==> config.mk <==
export PLATFORM = sky130hd
export DESIGN_NAME = lpt_timer_scan
export DESIGN_NICKNAME = d
export VERILOG_FILES = /design/src/hdl/lpt_pkg.sv /design/src/hdl/lpt_timer_scan.sv
export SDC_FILE = /design/constraint.sdc
export NUM_CORES = 1
export LEC_CHECK = 0
export BUFFER_PORTS_ARGS = -buffer_cell sky130_fd_sc_hd__buf_2
export CORE_UTILIZATION = 53
export DETAILED_ROUTE_END_ITERATION = 10
export GPL_TIMING_DRIVEN = 0
export PLACE_DENSITY = 0.79
export SYNTH_ARGS = -nofsm -noshare
export SYNTH_HDL_FRONTEND = slang
export SYNTH_HIERARCHICAL = 1
export SYNTH_SLANG_ARGS = --single-unit
==> constraint.sdc <==
create_clock -name core_clk -period 3.7 [get_ports core_clk]
set_input_delay 0.555 -clock core_clk [delete_from_list [all_inputs] [get_ports core_clk]]
set_output_delay 0.555 -clock core_clk [all_outputs]
set_load 0.1 [all_outputs]
==> src/hdl/lpt_pkg.sv <==
// Shared types and constants of the link protocol timer scanner, and its
// small modulo counter. Assumes one clock domain and a byte-addressed DMA port.
`timescale 1ns/10ps

// ----------------------------------------
// Package
// ----------------------------------------
package lpt_pkg;
   localparam int LINK_W = 13;
   localparam int EXP_W = 9;
   localparam int CNT_W = 5;
   localparam int ENTRY_W = 16;
   localparam int ADDR_W = 32;
   localparam int ENT_ACTIVE_BIT = 15;
   localparam int ENT_TYPE_BIT = 14;
   localparam int ENT_CNT_LSB = 9;
   localparam int ENT_EXP_LSB = 0;
   localparam int STEP_CYCLES = 1048576;
   localparam int IDLE_STEP_MULT = 10;
   localparam int EXP_MOD = 512;
   localparam int BURST_LEN = 2;
   localparam int ENTRY_BYTES = 2;
   localparam logic [3:0] STATE_FIRST_TIMED = 4'h5;
   localparam logic [3:0] STATE_LAST_TIMED = 4'h8;
   localparam logic [ENTRY_W-1:0] ENTRY_RESET = 16'h0000;

   typedef enum logic [1:0] {
      OP_DISABLE = 2'b00,
      OP_START = 2'b01,
      OP_RESEND = 2'b10
   } lpt_op_type;

   typedef enum logic [2:0] {
      ST_IDLE = 3'b000,
      ST_READ = 3'b001,
      ST_WRITE = 3'b010,
      ST_SCAN_READ = 3'b011,
      ST_SCAN_CHECK = 3'b100
   } lpt_fsm_type;

   typedef struct packed {
      logic active;
      logic is_ack;
      logic [CNT_W-1:0] count;
      logic [EXP_W-1:0] expiry;
   } lpt_entry_type;

   typedef struct packed {
      lpt_op_type op;
      logic [LINK_W-1:0] link;
      logic is_ack;
      logic protocol;
      logic [3:0] link_state;
      logic [EXP_W-1:0] ack_period;
   } lpt_cmd_type;

   typedef struct packed {
      lpt_fsm_type fsm;
      lpt_cmd_type cmd;
      logic cmd_ready;
      logic mem_req;
      logic mem_we;
      logic mem_burst;
      logic [ADDR_W-1:0] mem_addr;
      logic [ENTRY_W-1:0] mem_wdata;
      logic beat;
      logic slot;
      lpt_entry_type ent0;
      lpt_entry_type ent1;
      logic [LINK_W-1:0] scan_link;
      logic pend_ack;
      logic pend_idle;
      logic scan_ack;
      logic scan_idle;
      logic [LINK_W-1:0] highest;
      logic expired_valid;
      logic [LINK_W-1:0] expired_link;
      logic expired_is_ack;
      logic limit_valid;
      logic limit_reached;
      logic [LINK_W-1:0] limit_link;
   } lpt_state_type;
endpackage : lpt_pkg

// ----------------------------------------
// Modulo counter
// ----------------------------------------
module lpt_mod_counter #(
   parameter int W = 9,
   parameter int MOD = 512
) (
   // Clock and reset
   input wire logic core_clk,
   input wire logic resetn,
   input wire logic clk_en,
   // Count control
   input wire logic inc,
   output logic [W-1:0] count,
   output logic wrap
);
   localparam logic [W-1:0] LAST = W'(MOD - 1);
   logic [W-1:0] next_count;

   always_comb begin
      next_count = count;
      if (inc) begin
         next_count = (count == LAST) ? '0 : W'(count + 1'b1);
      end
   end

   assign wrap = inc && (count == LAST);

   always_ff @(posedge core_clk or negedge resetn) begin
      if (!resetn) begin
         count <= '0;
      end else if (clk_en) begin
         count <= next_count;
      end
   end
endmodule : lpt_mod_counter

==> src/hdl/lpt_timer_scan.sv <==
// Per-link protocol timer engine: starts, stops and scans timer entries
// held in a table in host memory. Assumes a single-beat or two-beat DMA port
// on core_clk, 16-bit data, one mem_ack per beat.
//
// Summary of operation
// - Entry bits 8-0 hold expiry time in units of matching counter.
// - Three operations: disable timer, start or restart timer, recognise timeouts.
// - Disable or start completes within three memory cycles.
// - Disable clears active flag in the link's entry.
// - Start writes counter plus period, type, zero count, active set.
// - Idle period is global; acknowledgement period comes per link.
// - Scan each step: ack step 2^20 cycles, idle step ten times longer.
// - Scan reads active entries; expiry equal to counter means expired.
// - Resend increments count by one and compares with maximum limit.
// - Track highest assigned link; scan only up to it.
// - Scan fetches two entries per memory burst.
// - Expiry may be seen up to almost one step early.
// - Entry: bit 15 active, bit 14 ack type, bits 13-9 resend count.
// - Table at host base, indexed by link identifier times two.
// - Timers only for protocol links in states 5 to 8; one per link.

`timescale 1ns/10ps
module lpt_timer_scan import lpt_pkg::*; #(
   parameter int STEP_LEN = STEP_CYCLES
) (
   // Clock, reset, enable
   input wire logic core_clk,
   input wire logic resetn,
   input wire logic clk_en,
   // Configuration
   input wire logic [ADDR_W-1:0] table_base,
   input wire logic [EXP_W-1:0] idle_timer_period,
   input wire logic [CNT_W-1:0] max_resend_limit,
   // Link assignment
   input wire logic assign_valid,
   input wire logic [LINK_W-1:0] assign_link,
   // Operation requests
   input wire logic cmd_valid,
   input wire lpt_cmd_type cmd_in,
   output logic cmd_ready,
   // Memory master
   output logic mem_req,
   output logic mem_we,
   output logic mem_burst,
   output logic [ADDR_W-1:0] mem_addr,
   output logic [ENTRY_W-1:0] mem_wdata,
   input wire logic mem_ack,
   input wire logic [ENTRY_W-1:0] mem_rdata,
   // Reports
   output logic expired_valid,
   output logic [LINK_W-1:0] expired_link,
   output logic expired_is_ack,
   output logic limit_valid,
   output logic limit_reached,
   output logic [LINK_W-1:0] limit_link,
   output logic [LINK_W-1:0] highest_link
);
   // ----------------------------------------
   // Step counters
   // ----------------------------------------
   logic [19:0] pre_count;
   logic ack_tick;
   logic [3:0] dec_count;
   logic dec_wrap;
   logic idle_tick;
   logic [EXP_W-1:0] ack_time;
   logic [EXP_W-1:0] idle_time;

   lpt_mod_counter #(.W(20), .MOD(STEP_LEN)) u_prescale (
      .core_clk(core_clk), .resetn(resetn), .clk_en(clk_en),
      .inc(1'b1), .count(pre_count), .wrap(ack_tick));
   lpt_mod_counter #(.W(4), .MOD(IDLE_STEP_MULT)) u_decade (
      .core_clk(core_clk), .resetn(resetn), .clk_en(clk_en),
      .inc(ack_tick), .count(dec_count), .wrap(dec_wrap));
   assign idle_tick = dec_wrap;
   lpt_mod_counter #(.W(EXP_W), .MOD(EXP_MOD)) u_ack_time (
      .core_clk(core_clk), .resetn(resetn), .clk_en(clk_en),
      .inc(ack_tick), .count(ack_time), .wrap());
   lpt_mod_counter #(.W(EXP_W), .MOD(EXP_MOD)) u_idle_time (
      .core_clk(core_clk), .resetn(resetn), .clk_en(clk_en),
      .inc(idle_tick), .count(idle_time), .wrap());

   // ----------------------------------------
   // Engine state
   // ----------------------------------------
   lpt_state_type r;
   lpt_state_type next_r;
   lpt_entry_type rd_ent;
   lpt_entry_type chk_ent;
   logic [LINK_W-1:0] chk_link;
   logic chk_hit;
   logic eligible;
   logic [CNT_W-1:0] new_count;

   function automatic logic [ADDR_W-1:0] entry_addr(input logic [ADDR_W-1:0] base,
                                                      input logic [LINK_W-1:0] link);
      entry_addr = base + ADDR_W'({link, 1'b0});
   endfunction : entry_addr

   always_comb begin
      next_r = r;
      rd_ent = lpt_entry_type'(mem_rdata);
      chk_ent = r.slot ? r.ent1 : r.ent0;
      chk_link = r.scan_link + LINK_W'(r.slot);
      chk_hit = chk_ent.active && (chk_link <= r.highest) &&
                ((chk_ent.is_ack && r.scan_ack && chk_ent.expiry == ack_time) ||
                 (!chk_ent.is_ack && r.scan_idle && chk_ent.expiry == idle_time));
      eligible = cmd_in.protocol && cmd_in.link_state >= STATE_FIRST_TIMED &&
                 cmd_in.link_state <= STATE_LAST_TIMED;
      new_count = rd_ent.count + 1'b1;
      next_r.expired_valid = 1'b0;
      next_r.limit_valid = 1'b0;
      next_r.pend_ack = r.pend_ack | ack_tick;
      next_r.pend_idle = r.pend_idle | idle_tick;
      if (assign_valid && assign_link > r.highest) begin
         next_r.highest = assign_link;
      end
      case (r.fsm)
         ST_IDLE: begin
            if (cmd_valid && r.cmd_ready) begin
               next_r.cmd = cmd_in;
               next_r.cmd_ready = 1'b0;
               next_r.mem_req = 1'b1;
               next_r.mem_burst = 1'b0;
               next_r.mem_addr = entry_addr(table_base, cmd_in.link);
               if (cmd_in.op == OP_START && eligible) begin
                  next_r.mem_we = 1'b1;
                  next_r.mem_wdata = {1'b1, cmd_in.is_ack, CNT_W'(0),
                     cmd_in.is_ack ? EXP_W'(ack_time + cmd_in.ack_period)
                                   : EXP_W'(idle_time + idle_timer_period)};
                  next_r.fsm = ST_WRITE;
               end else begin
                  next_r.cmd.op = (cmd_in.op == OP_RESEND) ? OP_RESEND : OP_DISABLE;
                  next_r.mem_we = 1'b0;
                  next_r.fsm = ST_READ;
               end
            end else if (r.pend_ack || r.pend_idle) begin
               next_r.cmd_ready = 1'b0;
               next_r.scan_ack = r.pend_ack;
               next_r.scan_idle = r.pend_idle;
               next_r.pend_ack = ack_tick;
               next_r.pend_idle = idle_tick;
               next_r.scan_link = '0;
               next_r.beat = 1'b0;
               next_r.mem_req = 1'b1;
               next_r.mem_we = 1'b0;
               next_r.mem_burst = 1'b1;
               next_r.mem_addr = entry_addr(table_base, '0);
               next_r.fsm = ST_SCAN_READ;
            end
         end
         ST_READ: begin
            if (mem_ack) begin
               next_r.mem_req = 1'b1;
               next_r.mem_we = 1'b1;
               next_r.fsm = ST_WRITE;
               if (r.cmd.op == OP_DISABLE) begin
                  next_r.mem_wdata = mem_rdata & ~(ENTRY_W'(1) << ENT_ACTIVE_BIT);
               end else if (rd_ent.active) begin
                  next_r.mem_wdata = {rd_ent.active, rd_ent.is_ack, new_count, rd_ent.expiry};
                  next_r.limit_valid = 1'b1;
                  next_r.limit_reached = new_count >= max_resend_limit;
                  next_r.limit_link = r.cmd.link;
               end else begin
                  next_r.mem_req = 1'b0;
                  next_r.mem_we = 1'b0;
                  next_r.cmd_ready = 1'b1;
                  next_r.fsm = ST_IDLE;
               end
            end
         end
         ST_WRITE: begin
            if (mem_ack) begin
               next_r.mem_req = 1'b0;
               next_r.mem_we = 1'b0;
               next_r.cmd_ready = 1'b1;
               next_r.fsm = ST_IDLE;
            end
         end
         ST_SCAN_READ: begin
            if (mem_ack) begin
               next_r.beat = ~r.beat;
               if (!r.beat) begin
                  next_r.ent0 = rd_ent;
               end else begin
                  next_r.ent1 = rd_ent;
                  next_r.mem_req = 1'b0;
                  next_r.mem_burst = 1'b0;
                  next_r.slot = 1'b0;
                  next_r.fsm = ST_SCAN_CHECK;
               end
            end
         end
         ST_SCAN_CHECK: begin
            if (chk_hit) begin
               next_r.expired_valid = 1'b1;
               next_r.expired_link = chk_link;
               next_r.expired_is_ack = chk_ent.is_ack;
            end
            next_r.slot = ~r.slot;
            if (r.slot) begin
               if ({1'b0, r.scan_link} + 14'(BURST_LEN) > {1'b0, r.highest}) begin
                  next_r.cmd_ready = 1'b1;
                  next_r.fsm = ST_IDLE;
               end else begin
                  next_r.scan_link = LINK_W'(r.scan_link + LINK_W'(BURST_LEN));
                  next_r.beat = 1'b0;
                  next_r.mem_req = 1'b1;
                  next_r.mem_burst = 1'b1;
                  next_r.mem_addr = entry_addr(table_base, LINK_W'(r.scan_link + LINK_W'(BURST_LEN)));
                  next_r.fsm = ST_SCAN_READ;
               end
            end
         end
         default: begin
            next_r.fsm = ST_IDLE;
            next_r.cmd_ready = 1'b1;
            next_r.mem_req = 1'b0;
         end
      endcase
   end

   always_ff @(posedge core_clk or negedge resetn) begin
      if (!resetn) begin
         r <= '0;
         r.cmd_ready <= 1'b1;
      end else if (clk_en) begin
         r <= next_r;
      end
   end

   assign cmd_ready = r.cmd_ready;
   assign mem_req = r.mem_req;
   assign mem_we = r.mem_we;
   assign mem_burst = r.mem_burst;
   assign mem_addr = r.mem_addr;
   assign mem_wdata = r.mem_wdata;
   assign expired_valid = r.expired_valid;
   assign expired_link = r.expired_link;
   assign expired_is_ack = r.expired_is_ack;
   assign limit_valid = r.limit_valid;
   assign limit_reached = r.limit_reached;
   assign limit_link = r.limit_link;
   assign highest_link = r.highest;

   // ----------------------------------------
   // Checks
   // ----------------------------------------
   property p_start_write;
      @(posedge core_clk) disable iff (!resetn)
      (clk_en && cmd_valid && cmd_ready && cmd_in.op == OP_START && eligible) |=>
         (mem_we && mem_wdata[ENT_ACTIVE_BIT] && mem_wdata[13:9] == 5'h00);
   endproperty
   a_start_write: assert property (p_start_write) else $error("start entry malformed");

   property p_disable_clear;
      @(posedge core_clk) disable iff (!resetn)
      (mem_req && mem_we && r.cmd.op == OP_DISABLE) |-> !mem_wdata[ENT_ACTIVE_BIT];
   endproperty
   a_disable_clear: assert property (p_disable_clear) else $error("disable left entry active");

   property p_op_cycles;
      @(posedge core_clk) disable iff (!resetn)
      (r.fsm == ST_READ && mem_ack && clk_en) |=> (r.fsm == ST_WRITE || r.fsm == ST_IDLE);
   endproperty
   a_op_cycles: assert property (p_op_cycles) else $error("operation exceeds memory cycles");

   property p_burst_read;
      @(posedge core_clk) disable iff (!resetn)
      mem_burst |-> (mem_req && !mem_we && !mem_addr[1]);
   endproperty
   a_burst_read: assert property (p_burst_read) else $error("scan burst not an aligned read");

   property p_report_bound;
      @(posedge core_clk) disable iff (!resetn)
      expired_valid |-> (expired_link <= highest_link && $past(chk_ent.active));
   endproperty
   a_report_bound: assert property (p_report_bound) else $error("bad expiry report");

   property p_resend_inc;
      @(posedge core_clk) disable iff (!resetn)
      limit_valid |-> (mem_wdata[13:9] == 5'($past(mem_rdata[13:9]) + 1'b1)
                      && limit_reached == (mem_wdata[13:9] >= max_resend_limit));
   endproperty
   a_resend_inc: assert property (p_resend_inc) else $error("resend count not incremented");

   property p_idle_step;
      @(posedge core_clk) disable iff (!resetn)
      idle_tick |-> ack_tick && dec_count == 4'h9;
   endproperty
   a_idle_step: assert property (p_idle_step) else $error("idle step not ten ack steps");

   property p_scan_starts;
      @(posedge core_clk) disable iff (!resetn)
      (clk_en && r.fsm == ST_IDLE && !cmd_valid && (r.pend_ack || r.pend_idle)) |=>
         (r.fsm == ST_SCAN_READ && mem_addr == table_base && mem_burst);
   endproperty
   a_scan_starts: assert property (p_scan_starts) else $error("pass not started at table base");

   property p_highest;
      @(posedge core_clk) disable iff (!resetn)
      (clk_en && assign_valid) |=> highest_link >= $past(assign_link);
   endproperty
   a_highest: assert property (p_highest) else $error("highest link not tracked");
endmodule : lpt_timer_scan

==> flow_summary.toml <==
[run_status]
outcome = "finished with violations"
failed_checks = "setup timing"

[detailed_routing]
drt_pass_1_iters = 8
first_iter_violations = 1006
viasPerCell = 5.80
drc_errors = 0
detail_route.wl_per_cell_um = 17.5
detail-route-antenna-nets = 0
routed_wirelength_um = 34600
num_vias = 11500

[global_routing]
grt_pass1_vias = 11100
grt_remaining_overflow = 0
grt_start_max_net_pins = 120
initial_antenna_violation_count = 0
grt.total_usage_pct = 26.8
first_pass_grt_wire_length_um = 55100

[timing]
setup_violations = 25
post-route-worst-setup-slack_ns = -0.110
rsz0062_at_grt = "yes"
tightestPinTransition_ns = 1.04
slew_headroom_pct = 30.7
share_of_the_cycle_needed_by_the_critical_path_after_routing_pct = 103
final-max-slew-violation-count = 0
fmax_mhz = 262
minimum_period_implied_by_the_final_worst_setup_slack_ns = 3.81
endpoints_failing_hold = 0
final.setup_skew_ns = 0.0115

[final_layout]
final_layout_size_suffix_gt1_share_pct = 30.8
final-instance-count-excl-fill = 1979
syn2layout_area_growth_pct = 18.5
nNetsFinal = 1850
num_antenna_cells = 0
layout.cells.most_common = "sky130_fd_sc_hd__buf_2"
num-fill-cells = 2006
layout_common_cells = "214 x sky130_fd_sc_hd__buf_2, 187 x sky130_fd_sc_hd__dfrtp_1, 127 x sky130_fd_sc_hd__nand2_1, 112 x sky130_fd_sc_hd__buf_4, 97 x sky130_fd_sc_hd__o21ai_0"

[setup_path]
cp_data_arrival_time_ns = 4.10
timing.rr.end = "r[57]$_DFFE_PN0P_"
maximum_fanout_encountered_on_the_critical_timing_path = 8
setup.worst_path.start = "r[48]$_DFFE_PN0P_"
r2r.worst_path.cells = 14
reg2reg_slack_ns = -0.11
cp_data_required_time_ns = 3.99
path_class = "flop to flop"
critPathCaptureType = "flop"
critical_path.endpoint = "r[57]$_DFFE_PN0P_"
worstSetupStartpointType = "flop"
worst_r2r_startpoint = "r[48]$_DFFE_PN0P_"

[die]
number_of_placement_rows = 57
die_x_um = 160
floorplan.initialDensity_pct = 54.2
die_span_in_y_um = 160
die_area_um2 = 25700
floorplan.core_area_um2 = 24500
design.portCount = 206

[placement]
place_hpwl_um = 25600
io_buffers = 205
detailedPlace.worstSlack_ns = -0.755
place_inst = 1930
gp_congestion = 0.916

[power]
p_per_area_nw_per_um2 = 733
power.leakage_nw = 7.63
max-vdd-ir-drop_mv = 0.730

[clocking]
max-clock-path-buffers = 2
clk_root_buffer_cell = "sky130_fd_sc_hd__clkbuf_16"
clk_pin_slew_worst_paths_ns = 0.08
numCtsBuffers = 17
cts_sinks = 195
number_of_hold_buffers_added_after_cts = 0
cts_tree = "built"
clk_latency_ns = 0.44
htree_num_levels = 4

[job]
cap_violations = 0

[synth]
syn_avg_cell_area_um2 = 9.52
syn-instance-count = 1394
synth-warning-count = 6
syn_area_um2 = 13300

[hold_path]
min-delay-path-class = "input pin to async pin"
critical path, cell delays in order, from the launching register on:
cell,delay (ns)
sky130_fd_sc_hd__dfrtp_2,0.41
sky130_fd_sc_hd__ha_4,0.14
sky130_fd_sc_hd__nand4_1,0.24
sky130_fd_sc_hd__nor2_2,0.24
sky130_fd_sc_hd__nand3_2,0.15
sky130_fd_sc_hd__xnor2_2,0.25
sky130_fd_sc_hd__ha_1,0.30
sky130_fd_sc_hd__and4_1,0.18
sky130_fd_sc_hd__a221o_1,0.32
sky130_fd_sc_hd__o21a_1,0.22
sky130_fd_sc_hd__or4b_4,0.56
sky130_fd_sc_hd__and2_4,0.21
sky130_fd_sc_hd__buf_12,0.16
sky130_fd_sc_hd__o31ai_4,0.17
sky130_fd_sc_hd__o41ai_2,0.10
layout make-up:
type	count	area, um2	area share [%]
Multi-Input combinational cell	1008	7470	47.5
Sequential cell	195	4890	31.1
Timing Repair Buffer	229	1260	7.99
Buffer	134	895	5.69
Clock buffer	20	447	2.84
Tap cell	324	405	2.58
Inverter	57	214	1.36
Clock inverter	12	148	0.939
through the flow:
stage	utilization (%)	setup TNS [ns]	hold WS, ns	area, um2	power [mW]
floorplan	-	0	0.259	13300	8.40
global placement	60.2	-255.43	0.460	14700	9.39
detailed placement	60.4	-23.24	0.472	14800	9.54
CTS	63.5	-0.00616	0.252	15500	11.5
global route	64.3	-11.08	0.291	15700	12.1
finish	64.3	-1.38	0.214	15700	11.5
registers in the layout, summed over array words and instances, names as in the netlist, 4 cells and up:
register,flops
mem_wdata,16
u_decade/count,4
u_idle_time/count,9
mem_addr,32
expired_link,13
r,58
highest_link,13
u_ack_time/count,9
u_prescale/count,20
limit_link,13
power by group:
part           switching (mW)  internal [mW]  total [mW]
combinational            4.62           1.84        6.46
sequential              0.393           2.77        3.17
clock                   0.878           1.03        1.91
worst min-delay path by stage:
stage                             start                    endpoint  slack [ns]  cells past startpoint
2_1_floorplan                    resetn  expired_is_ack$_DFFE_PN0P_        0.26                      0
3_3_place_gp         r[162]$_DFFE_PN0P_          r[162]$_DFFE_PN0P_        0.46                      2
3_5_place_dp   mem_addr[14]$_DFFE_PN0P_    mem_addr[14]$_DFFE_PN0P_        0.47                      2
4_1_cts                          resetn    mem_addr[22]$_DFFE_PN0P_        0.25                      1
5_1_grt                          resetn    mem_addr[23]$_DFFE_PN0P_        0.29                      1
6_report                         resetn    mem_addr[22]$_DFFE_PN0P_        0.21                      1
metal layers:
metal	track usage, %	vias up	share of wire, %
met5	0	-	0
met4	10.0	0	2.9
met1	35.3	5607	43
li1	-	5390	-
met2	44.9	411	48
met3	3.64	79	5.9
timing repair:
action,CTS,global route
gates cloned,0,1
endpoints found under the setup margin,50,47
pin swaps,6,12
setup buffers,11,10
gates resized for setup,23,39
endpoints found under the hold margin,0,0
(Power assumes the default switching activity.)
